[src/rtl/pin_cell_pkg.sv]
// Shared types and constants for the output pin cell collection
// Contract
// - High-enable buffer drives its input while enable high, else floats the pin.
// - Fast-enable buffer passes a floating internal driver through to the pin.
// - Fast-enable buffers come one to sixteen wide, all sharing one enable.
// - Low-enable buffer drives its input while enable low, floats while high.
// - Plain flop captures data on rising edge and shows it on the pin.
// - Clear-type flops go low at power-up, global clear or global set/clear.
// - Global clear is active low; global set/clear polarity is configurable.
// - Falling-edge plain flop captures on falling edge and clears low.
// - Gated flop shows stored value while enable high, floats while low.
// - Falling-edge gated flop loads on falling edge, else as rising version.
// - Preset-type flops go high at power-up and on global set/clear.
// - Preset gated flop loads on rising edge, drives only while enable high.
// - Preset plain flop loads on rising edge with no three-state control.
// - Preset gated flop variant loading on the falling edge exists.
package pin_cell_pkg;

   // Values forced by the chip-wide clear and preset
   localparam logic FLOP_CLEAR_VAL = 1'b0;
   localparam logic FLOP_PRESET_VAL = 1'b1;

   // Default widths of the multi-bit cell families
   localparam int FAST_WIDTH_DEF = 16;
   localparam int BUF_WIDTH_DEF = 8;
   localparam int FLOP_WIDTH_DEF = 8;

   // Chip-wide reset controls
   typedef struct packed {
      logic global_clear_n;      // Global clear, active low
      logic chip_wide_set_clear; // Global set/clear request
      logic set_clear_pol;       // 1: set/clear active high, 0: active low
   } glob_ctrl_t;

endpackage : pin_cell_pkg

[src/rtl/out_pin_cells.sv]
// Output pin cells: three-state pin drivers and output flip-flops
module out_pin_cells
   import pin_cell_pkg::*;
#(
   parameter int BUF_WIDTH = BUF_WIDTH_DEF,
   parameter int FAST_WIDTH = FAST_WIDTH_DEF,
   parameter int FLOP_WIDTH = FLOP_WIDTH_DEF
) (
   input wire logic CLK_SYS_IN,
   input wire logic RSTN_IN,
   input wire logic CE_IN,
   input wire pin_cell_pkg::glob_ctrl_t GLOB_CTRL_IN,
   // High-enable pin driver
   input wire logic [BUF_WIDTH-1:0] HI_EN_DATA_IN,
   input wire logic HI_EN_IN,
   output logic [BUF_WIDTH-1:0] HI_EN_PIN_OUT,
   output logic [BUF_WIDTH-1:0] HI_EN_PIN_OE_OUT,
   // Low-enable pin driver
   input wire logic [BUF_WIDTH-1:0] LO_EN_DATA_IN,
   input wire logic LO_EN_N_IN,
   output logic [BUF_WIDTH-1:0] LO_EN_PIN_OUT,
   output logic [BUF_WIDTH-1:0] LO_EN_PIN_OE_OUT,
   // Fast-enable pin driver fed by internal three-state drivers
   input wire logic [FAST_WIDTH-1:0] FAST_DATA_IN,
   input wire logic [FAST_WIDTH-1:0] FAST_DRV_OE_IN,
   input wire logic FAST_PIN_ENABLE_NET_IN,
   output logic [FAST_WIDTH-1:0] FAST_PIN_OUT,
   output logic [FAST_WIDTH-1:0] FAST_PIN_OE_OUT,
   // Plain rising-edge flops, clear type
   input wire logic [FLOP_WIDTH-1:0] RISE_D_IN,
   output logic [FLOP_WIDTH-1:0] RISE_PIN_OUT,
   // Plain falling-edge flops, clear type
   input wire logic [FLOP_WIDTH-1:0] FALL_D_IN,
   output logic [FLOP_WIDTH-1:0] FALL_PIN_OUT,
   // Gated rising-edge flops, clear type
   input wire logic [FLOP_WIDTH-1:0] GRISE_D_IN,
   input wire logic GRISE_EN_IN,
   output logic [FLOP_WIDTH-1:0] GRISE_PIN_OUT,
   output logic [FLOP_WIDTH-1:0] GRISE_PIN_OE_OUT,
   // Gated falling-edge flop, clear type
   input wire logic GFALL_D_IN,
   input wire logic GFALL_EN_IN,
   output logic GFALL_PIN_OUT,
   output logic GFALL_PIN_OE_OUT,
   // Gated rising-edge flop, preset type
   input wire logic GPRE_D_IN,
   input wire logic GPRE_EN_IN,
   output logic GPRE_PIN_OUT,
   output logic GPRE_PIN_OE_OUT,
   // Gated falling-edge flop, preset type
   input wire logic GPREF_D_IN,
   input wire logic GPREF_EN_IN,
   output logic GPREF_PIN_OUT,
   output logic GPREF_PIN_OE_OUT,
   // Plain rising-edge flop, preset type
   input wire logic PRE_D_IN,
   output logic PRE_PIN_OUT
);
   import pin_cell_pkg::*;

   logic set_clear_act;
   logic clear_force;
   logic preset_force;

   // Chip-wide forces: clear is active low, set/clear follows its polarity
   assign set_clear_act = GLOB_CTRL_IN.chip_wide_set_clear == GLOB_CTRL_IN.set_clear_pol;
   assign clear_force = !GLOB_CTRL_IN.global_clear_n || set_clear_act;
   assign preset_force = set_clear_act;

   // High-enable and low-enable drivers
   assign HI_EN_PIN_OUT = HI_EN_DATA_IN;
   assign HI_EN_PIN_OE_OUT = {BUF_WIDTH{HI_EN_IN}};
   assign LO_EN_PIN_OUT = LO_EN_DATA_IN;
   assign LO_EN_PIN_OE_OUT = {BUF_WIDTH{!LO_EN_N_IN}};

   // Fast-enable driver: pin floats if either the net or the inner driver is off
   assign FAST_PIN_OUT = FAST_DATA_IN;
   assign FAST_PIN_OE_OUT = FAST_DRV_OE_IN & {FAST_WIDTH{FAST_PIN_ENABLE_NET_IN}};

   // Plain rising-edge clear-type flops
   pin_flop #(.WIDTH(FLOP_WIDTH), .FALLING(1'b0), .PRESET(1'b0), .GATED(1'b0)) u_rise (
      .clk_in(CLK_SYS_IN), .ce_in(CE_IN), .rst_n_in(RSTN_IN),
      .async_force_in(clear_force), .d_in(RISE_D_IN), .en_in(1'b1),
      .pin_out(RISE_PIN_OUT), .pin_oe_out());

   // Plain falling-edge clear-type flops
   pin_flop #(.WIDTH(FLOP_WIDTH), .FALLING(1'b1), .PRESET(1'b0), .GATED(1'b0)) u_fall (
      .clk_in(CLK_SYS_IN), .ce_in(CE_IN), .rst_n_in(RSTN_IN),
      .async_force_in(clear_force), .d_in(FALL_D_IN), .en_in(1'b1),
      .pin_out(FALL_PIN_OUT), .pin_oe_out());

   // Gated rising-edge clear-type flops
   pin_flop #(.WIDTH(FLOP_WIDTH), .FALLING(1'b0), .PRESET(1'b0), .GATED(1'b1)) u_grise (
      .clk_in(CLK_SYS_IN), .ce_in(CE_IN), .rst_n_in(RSTN_IN),
      .async_force_in(clear_force), .d_in(GRISE_D_IN), .en_in(GRISE_EN_IN),
      .pin_out(GRISE_PIN_OUT), .pin_oe_out(GRISE_PIN_OE_OUT));

   // Gated falling-edge clear-type flop
   pin_flop #(.WIDTH(1), .FALLING(1'b1), .PRESET(1'b0), .GATED(1'b1)) u_gfall (
      .clk_in(CLK_SYS_IN), .ce_in(CE_IN), .rst_n_in(RSTN_IN),
      .async_force_in(clear_force), .d_in(GFALL_D_IN), .en_in(GFALL_EN_IN),
      .pin_out(GFALL_PIN_OUT), .pin_oe_out(GFALL_PIN_OE_OUT));

   // Gated rising-edge preset-type flop
   pin_flop #(.WIDTH(1), .FALLING(1'b0), .PRESET(1'b1), .GATED(1'b1)) u_gpre (
      .clk_in(CLK_SYS_IN), .ce_in(CE_IN), .rst_n_in(RSTN_IN),
      .async_force_in(preset_force), .d_in(GPRE_D_IN), .en_in(GPRE_EN_IN),
      .pin_out(GPRE_PIN_OUT), .pin_oe_out(GPRE_PIN_OE_OUT));

   // Gated falling-edge preset-type flop
   pin_flop #(.WIDTH(1), .FALLING(1'b1), .PRESET(1'b1), .GATED(1'b1)) u_gpref (
      .clk_in(CLK_SYS_IN), .ce_in(CE_IN), .rst_n_in(RSTN_IN),
      .async_force_in(preset_force), .d_in(GPREF_D_IN), .en_in(GPREF_EN_IN),
      .pin_out(GPREF_PIN_OUT), .pin_oe_out(GPREF_PIN_OE_OUT));

   // Plain rising-edge preset-type flop
   pin_flop #(.WIDTH(1), .FALLING(1'b0), .PRESET(1'b1), .GATED(1'b0)) u_pre (
      .clk_in(CLK_SYS_IN), .ce_in(CE_IN), .rst_n_in(RSTN_IN),
      .async_force_in(preset_force), .d_in(PRE_D_IN), .en_in(1'b1),
      .pin_out(PRE_PIN_OUT), .pin_oe_out());

   // Driver checks
   AST_HI_EN_DRIVE: assert property (@(posedge CLK_SYS_IN) disable iff (!RSTN_IN)
      HI_EN_PIN_OE_OUT == {BUF_WIDTH{HI_EN_IN}} && HI_EN_PIN_OUT == HI_EN_DATA_IN)
   else $error("high-enable driver wrong");

   AST_LO_EN_DRIVE: assert property (@(posedge CLK_SYS_IN) disable iff (!RSTN_IN)
      LO_EN_N_IN |-> LO_EN_PIN_OE_OUT == '0)
   else $error("low-enable driver drives while disabled");

   AST_FAST_FLOAT: assert property (@(posedge CLK_SYS_IN) disable iff (!RSTN_IN)
      FAST_PIN_ENABLE_NET_IN |-> FAST_PIN_OE_OUT == FAST_DRV_OE_IN)
   else $error("fast driver ignores internal three-state");

   AST_FAST_SHARED_EN: assert property (@(posedge CLK_SYS_IN) disable iff (!RSTN_IN)
      !FAST_PIN_ENABLE_NET_IN |-> FAST_PIN_OE_OUT == '0)
   else $error("fast driver drives with net low");

   AST_PRESET_HIGH: assert property (@(posedge CLK_SYS_IN) disable iff (!RSTN_IN)
      preset_force |-> PRE_PIN_OUT && GPRE_PIN_OUT)
   else $error("preset flop not high under set/clear");

   AST_CLEAR_LOW: assert property (@(posedge CLK_SYS_IN) disable iff (!RSTN_IN)
      !GLOB_CTRL_IN.global_clear_n |-> RISE_PIN_OUT == '0 && GFALL_PIN_OUT == 1'b0)
   else $error("clear flop not low under global clear");

   // Power-up load through the synchronous reset, on each cell's own edge
   AST_RISE_INIT: assert property (@(posedge CLK_SYS_IN)
      !RSTN_IN |=> RISE_PIN_OUT == '0 && GRISE_PIN_OUT == '0 && PRE_PIN_OUT && GPRE_PIN_OUT)
   else $error("rising flops not at init value after reset");

   AST_FALL_INIT: assert property (@(negedge CLK_SYS_IN)
      !RSTN_IN |=> FALL_PIN_OUT == '0 && !GFALL_PIN_OUT && GPREF_PIN_OUT)
   else $error("falling flops not at init value after reset");

   // Rising-edge loads, clock-enable freeze and driver gating
   AST_RISE_LOAD: assert property (@(posedge CLK_SYS_IN)
      disable iff (!RSTN_IN || clear_force)
      CE_IN && RSTN_IN && !clear_force |=> RISE_PIN_OUT == $past(RISE_D_IN))
   else $error("rising flop pin missed its data");

   AST_RISE_HOLD: assert property (@(posedge CLK_SYS_IN)
      disable iff (!RSTN_IN || clear_force)
      !CE_IN && RSTN_IN && !clear_force |=> RISE_PIN_OUT == $past(RISE_PIN_OUT))
   else $error("rising flop pin moved with clock enable low");

   AST_GRISE_LOAD: assert property (@(posedge CLK_SYS_IN)
      disable iff (!RSTN_IN || clear_force)
      CE_IN && RSTN_IN && !clear_force |=> GRISE_PIN_OUT == $past(GRISE_D_IN))
   else $error("gated flop did not load whatever its enable");

   AST_GRISE_GATE: assert property (@(posedge CLK_SYS_IN) disable iff (!RSTN_IN)
      !GRISE_EN_IN |-> GRISE_PIN_OE_OUT == '0)
   else $error("gated flop drives with enable low");

   AST_GPRE_LOAD: assert property (@(posedge CLK_SYS_IN)
      disable iff (!RSTN_IN || preset_force)
      CE_IN && RSTN_IN && !preset_force |=> GPRE_PIN_OUT == $past(GPRE_D_IN))
   else $error("gated preset flop missed its data");

   AST_GPRE_GATE: assert property (@(posedge CLK_SYS_IN) disable iff (!RSTN_IN)
      GPRE_PIN_OE_OUT == GPRE_EN_IN)
   else $error("gated preset flop driver does not follow enable");

   AST_PRE_LOAD: assert property (@(posedge CLK_SYS_IN)
      disable iff (!RSTN_IN || preset_force)
      CE_IN && RSTN_IN && !preset_force |=> PRE_PIN_OUT == $past(PRE_D_IN))
   else $error("plain preset flop missed its data");

   // Falling-edge loads and driver gating
   AST_FALL_LOAD: assert property (@(negedge CLK_SYS_IN)
      disable iff (!RSTN_IN || clear_force)
      CE_IN && RSTN_IN && !clear_force |=> FALL_PIN_OUT == $past(FALL_D_IN))
   else $error("falling flop pin missed its data");

   AST_GFALL_LOAD: assert property (@(negedge CLK_SYS_IN)
      disable iff (!RSTN_IN || clear_force)
      CE_IN && RSTN_IN && !clear_force |=> GFALL_PIN_OUT == $past(GFALL_D_IN))
   else $error("gated falling flop missed its data");

   AST_GFALL_GATE: assert property (@(posedge CLK_SYS_IN) disable iff (!RSTN_IN)
      GFALL_PIN_OE_OUT == GFALL_EN_IN)
   else $error("gated falling flop driver does not follow enable");

   AST_GPREF_LOAD: assert property (@(negedge CLK_SYS_IN)
      disable iff (!RSTN_IN || preset_force)
      CE_IN && RSTN_IN && !preset_force |=> GPREF_PIN_OUT == $past(GPREF_D_IN))
   else $error("gated falling preset flop missed its data");

   AST_GPREF_GATE: assert property (@(posedge CLK_SYS_IN) disable iff (!RSTN_IN)
      GPREF_PIN_OE_OUT == GPREF_EN_IN)
   else $error("gated falling preset flop driver does not follow enable");

   // Chip-wide set/clear reaches every cell of both kinds
   AST_SET_CLEAR_LOW: assert property (@(posedge CLK_SYS_IN) disable iff (!RSTN_IN)
      set_clear_act |-> RISE_PIN_OUT == '0 && FALL_PIN_OUT == '0 && GRISE_PIN_OUT == '0
         && !GFALL_PIN_OUT)
   else $error("clear flop not low under set/clear");

   AST_SET_PRESET_HIGH: assert property (@(posedge CLK_SYS_IN) disable iff (!RSTN_IN)
      preset_force |-> GPREF_PIN_OUT)
   else $error("falling preset flop not high under set/clear");

   AST_LO_EN_PASS: assert property (@(posedge CLK_SYS_IN) disable iff (!RSTN_IN)
      !LO_EN_N_IN |-> LO_EN_PIN_OE_OUT == '1 && LO_EN_PIN_OUT == LO_EN_DATA_IN)
   else $error("low-enable driver does not pass its data");

endmodule // out_pin_cells

[src/rtl/pin_flop.sv]
// One output pin flip-flop group with optional edge, preset and driver gate
module pin_flop #(
   parameter int WIDTH = 1,
   parameter bit FALLING = 1'b0,
   parameter bit PRESET = 1'b0,
   parameter bit GATED = 1'b0
) (
   input wire logic clk_in,
   input wire logic ce_in,
   input wire logic rst_n_in,
   input wire logic async_force_in,
   input wire logic [WIDTH-1:0] d_in,
   input wire logic en_in,
   output logic [WIDTH-1:0] pin_out,
   output logic [WIDTH-1:0] pin_oe_out
);
   import pin_cell_pkg::*;

   localparam logic [WIDTH-1:0] INIT_VAL = {WIDTH{PRESET ? FLOP_PRESET_VAL : FLOP_CLEAR_VAL}};

   logic [WIDTH-1:0] q_q;
   logic [WIDTH-1:0] q_d;

   // Next value: power-up reset, freeze, or load whatever the enable says
   always_comb begin
      q_d = q_q;
      if (!rst_n_in) begin
         q_d = INIT_VAL;
      end else if (ce_in) begin
         q_d = d_in;
      end
   end

   // Register on the chosen edge, with asynchronous force
   generate
      if (FALLING) begin : g_fall
         always_ff @(negedge clk_in or posedge async_force_in) begin
            if (async_force_in) begin
               q_q <= INIT_VAL;
            end else begin
               q_q <= q_d;
            end
         end

         // Only edges that really load are checked: reset and force sampled off
         AST_FALL_CAPTURE: assert property (@(negedge clk_in)
            disable iff (async_force_in || !rst_n_in)
            ce_in && rst_n_in && !async_force_in |=> q_q == $past(d_in))
         else $error("falling flop missed its data");
      end else begin : g_rise
         always_ff @(posedge clk_in or posedge async_force_in) begin
            if (async_force_in) begin
               q_q <= INIT_VAL;
            end else begin
               q_q <= q_d;
            end
         end

         // A reset release or force release on the edge itself still loads init
         AST_RISE_CAPTURE: assert property (@(posedge clk_in)
            disable iff (async_force_in || !rst_n_in)
            ce_in && rst_n_in && !async_force_in |=> q_q == $past(d_in))
         else $error("rising flop missed its data");
      end
   endgenerate

   // Pin data and driver enable; enable never touches the stored value
   assign pin_out = q_q;
   assign pin_oe_out = GATED ? {WIDTH{en_in}} : {WIDTH{1'b1}};

   AST_FORCE_VALUE: assert property (@(posedge clk_in)
      disable iff (!rst_n_in)
      async_force_in |-> q_q == INIT_VAL)
   else $error("forced flop does not hold its init value");

   AST_GATE_DRIVER: assert property (@(posedge clk_in)
      disable iff (!rst_n_in)
      pin_oe_out == (GATED ? {WIDTH{en_in}} : {WIDTH{1'b1}}))
   else $error("driver enable does not follow the gate");

   AST_LOAD_WHEN_OFF: assert property (@(posedge clk_in)
      disable iff (async_force_in || !rst_n_in || FALLING)
      ce_in && rst_n_in && !async_force_in && !en_in |=> q_q == $past(d_in))
   else $error("flop stopped loading while driver was off");

endmodule // pin_flop

[config.mk]
export PLATFORM = sky130hd
export DESIGN_NAME = out_pin_cells
export DESIGN_NICKNAME = d
export VERILOG_FILES = /design/src/rtl/pin_cell_pkg.sv /design/src/rtl/out_pin_cells.sv /design/src/rtl/pin_flop.sv
export SDC_FILE = /design/constraint.sdc
export NUM_CORES = 1
export LEC_CHECK = 0
export BUFFER_PORTS_ARGS = -buffer_cell sky130_fd_sc_hd__buf_4
export CAP_MARGIN = 20
export CORE_MARGIN = 4
export CORE_UTILIZATION = 35
export DETAILED_ROUTE_END_ITERATION = 10
export GPL_ROUTABILITY_DRIVEN = 1
export GPL_TIMING_DRIVEN = 0
export PLACE_DENSITY = 0.77
export RECOVER_POWER = 50
export REMOVE_ABC_BUFFERS = 1
export SLEW_MARGIN = 30
export SYNTH_ARGS = -nofsm -noshare
export SYNTH_HDL_FRONTEND = slang
export SYNTH_SLANG_ARGS = --single-unit
[constraint.sdc]
create_clock -name CLK_SYS_IN -period 1.6 [get_ports CLK_SYS_IN]
set_clock_uncertainty 0.15 [all_clocks]
set_input_delay 0.08 -clock CLK_SYS_IN [delete_from_list [all_inputs] [get_ports CLK_SYS_IN]]
set_output_delay 0.08 -clock CLK_SYS_IN [all_outputs]
set_load 0.02 [all_outputs]
==> out/qor.yml <==
path_max_fanout: 2
ios: 192
antenna_found_initial: 0
die_w_um: 79.2
track_usage: 0.162
dp_hpwl_um: 3640
pre_cts_ws_ns: -0.364
synth_cell_types: 13
vdd_drop_max_uv: 591
ant_nets: 0
place_congestion: 0.682
nets: 326
end_kind: "output pin"
reg2reg_depth: 3
rrSetupSlack_ns: 0.17
relSlewSlack: 0.692
hold_viol_final: 16
drv_cap: 0
ys_ff_latch: 28
vias: 1318
dieArea_um2: 6270
violations: "negative hold slack, negative setup slack"
worstReg2RegEnd: "u_pre.pin_out"
cts_root_buf: "clkbuf_8"
path_cells: "buf_6"
overflow: 0
cpPeakStageDelay_ns: 0.53
path_clk_slew_ns: 0.10
worst_path_dominant_cell_family: "flip-flops"
hp-class: "input pin to asynchronous set/reset pin"
grt_start_max_net_pins: 29
wl_per_cell_um: 17.2
n_fill_cell: 465
power_mw: 1.78
placed_area_um2: 2130
yosysSeqAreaShare: 0.397
cts.sinks: 28
yosysWarnings: 0
pwr_density_cell_nw_per_um2: 729
drt_iter0_drc: 50
rsz0062_at_grt: "yes"
core_um2: 4820
syn_to_final_growth_pct: 37.4
vias_per_cell: 4.35
arrival_ns: 1.78
synth_area_um2: 1770
syn-instance-count: 168
antennaDiodeCount: 0
r2r_start: "u_pre.pin_out"
setup_ws_ns: -0.412
cts-buffers-inserted: 3
grt_pass1_wl_um: 7660
p_leak_nw: 1.24
finalMaxSlewViolations: 0
drive_above_1_share: 0.428
syn-mean-instance-area_um2: 10.6
cts_buffer_depth: 2
final_common_cell: "buf_4"
hold_buffers: 22
first_pass_iters: 3
fin_area_um2: 2440
fin_cells: 303
worst-path-buf-inv: 1
startpoint_type: "flop"
startpoint: "u_gpref.pin_out"
cts_tree: "built"
cp_slowest_cell: "dfstp_2"
start_util: 0.368
dp_cells: 274
grt_pass1_vias: 1441
portBuffers: 103
hold_ws_ns: -0.0487
fp.dieH_um: 79.2
finalSetupViolCount: 10
clock_latency_ns: 0.28
htreeDepth: 1
routed_wl_um: 5220
fp-row-count: 25
crit_required_ns: 1.37
critical_path_class: "flop to output pin"
tightest_slew_ns: 0.462
tns_ns: -2.83
layout_common_cells: "buf_4 (81), mux2i_1 (28), nor2b_1 (25)"
status: "finished, violations left"
drc_errors: 0
## cell type report
class | count | area, µm² | share of cell area
Clock buffer | 4 | 66.3 | 0.0272
Clock inverter | 1 | 3.75 | 0.00154
Inverter | 1 | 3.75 | 0.00154
Multi-Input combinational cell | 74 | 566 | 0.232
Sequential cell | 28 | 704 | 0.289
Tap cell | 67 | 83.8 | 0.0344
Timing Repair Buffer | 128 | 1010 | 0.414
## where the power goes
part / switching (mW) / total (mW) / internal [mW]
clock network: 0.228 / 0.503 / 0.275
logic: 0.231 / 0.496 / 0.265
registers: 0.0254 / 0.778 / 0.753
## cells in the mapped netlist, drive strengths merged
library cell / count / area share
clkbuf: 3 / 0.0064
mux2i: 28 / 0.16
dfstp: 3 / 0.044
buf: 61 / 0.27
nand2: 3 / 0.0064
nor2b: 25 / 0.088
xor2: 1 / 0.0049
and2: 17 / 0.060
inv: 2 / 0.0042
dfrtn: 9 / 0.13
dfrtp: 16 / 0.23
## tightest hold or removal path: cells and delay by family
| kind | cells | cell delay, ns |
|---|---|---|
| and+or+nand+nor | 1 | 0.40 |
| buffers and inverters | 1 | 0.08 |
| xor gates and xnor gates | 1 | 0.22 |
## registers in the layout (all words and copies together) (netlist names)
register and flops:
u_fall.pin_out 8, u_gfall.pin_out 1, u_gpre.pin_out 1, u_gpref.pin_out 1, u_grise.pin_out 8, u_pre.pin_out 1
u_rise.pin_out 8
## per-layer routing
| layer | share of wire | routed length [µm] | up-vias | global-route usage |
|---|---|---|---|---|
| met2 | 0.47 | 2440 | 84 | 0.260 |
| met1 | 0.32 | 1660 | 593 | 0.155 |
| li1 | - | - | 604 | - |
| met4 | 0.078 | 409 | 2 | 0.113 |
| met3 | 0.13 | 657 | 35 | 0.0816 |
| met5 | 0.010 | 52 | - | 0.0909 |
## repair_timing
action / 4_1_cts / 5_1_grt
resized for setup: 12 / 0
setup buffers: 1 / 2
setup endpoints to repair: 28 / 10
hold endpoints to repair: 36 / 10
cloned: 0 / 0
pin swaps: 0 / 0
## worst max-delay path by stage
stage / endpoint / slack [ns] / cells after the start
after detailed placement: u_fall.pin_out[7] / -0.36 / 3
final: GPREF_PIN_OUT / -0.41 / 1
after global routing: GPREF_PIN_OUT / -0.46 / 1
after CTS: GPREF_PIN_OUT / -0.42 / 1
after floorplan: u_fall.pin_out[0] / -0.34 / 2
after global placement: u_fall.pin_out[7] / -0.87 / 3
## logic make-up (layout without fill, tap and decap cells)
| kind of cell | after synthesis | after routing | synth area share |
|---|---|---|---|
| buf+inv | 66 | 134 | 0.285 |
| flops | 28 | 28 | 0.397 |
| xor+xnor | 1 | 1 | 0.00494 |
| mux | 28 | 28 | 0.158 |
| simple gates | 45 | 45 | 0.155 |
## per-stage QoR
stage	utilization	hold slack (ns)
floorplan	-	-0.0307
global placement	0.443	0.0102
detailed placement	0.443	0.0102
CTS	0.513	-0.0696
global route	0.506	-0.00483
finish	0.506	-0.0487
No activity file was read; power rests on OpenSTA's default activity.
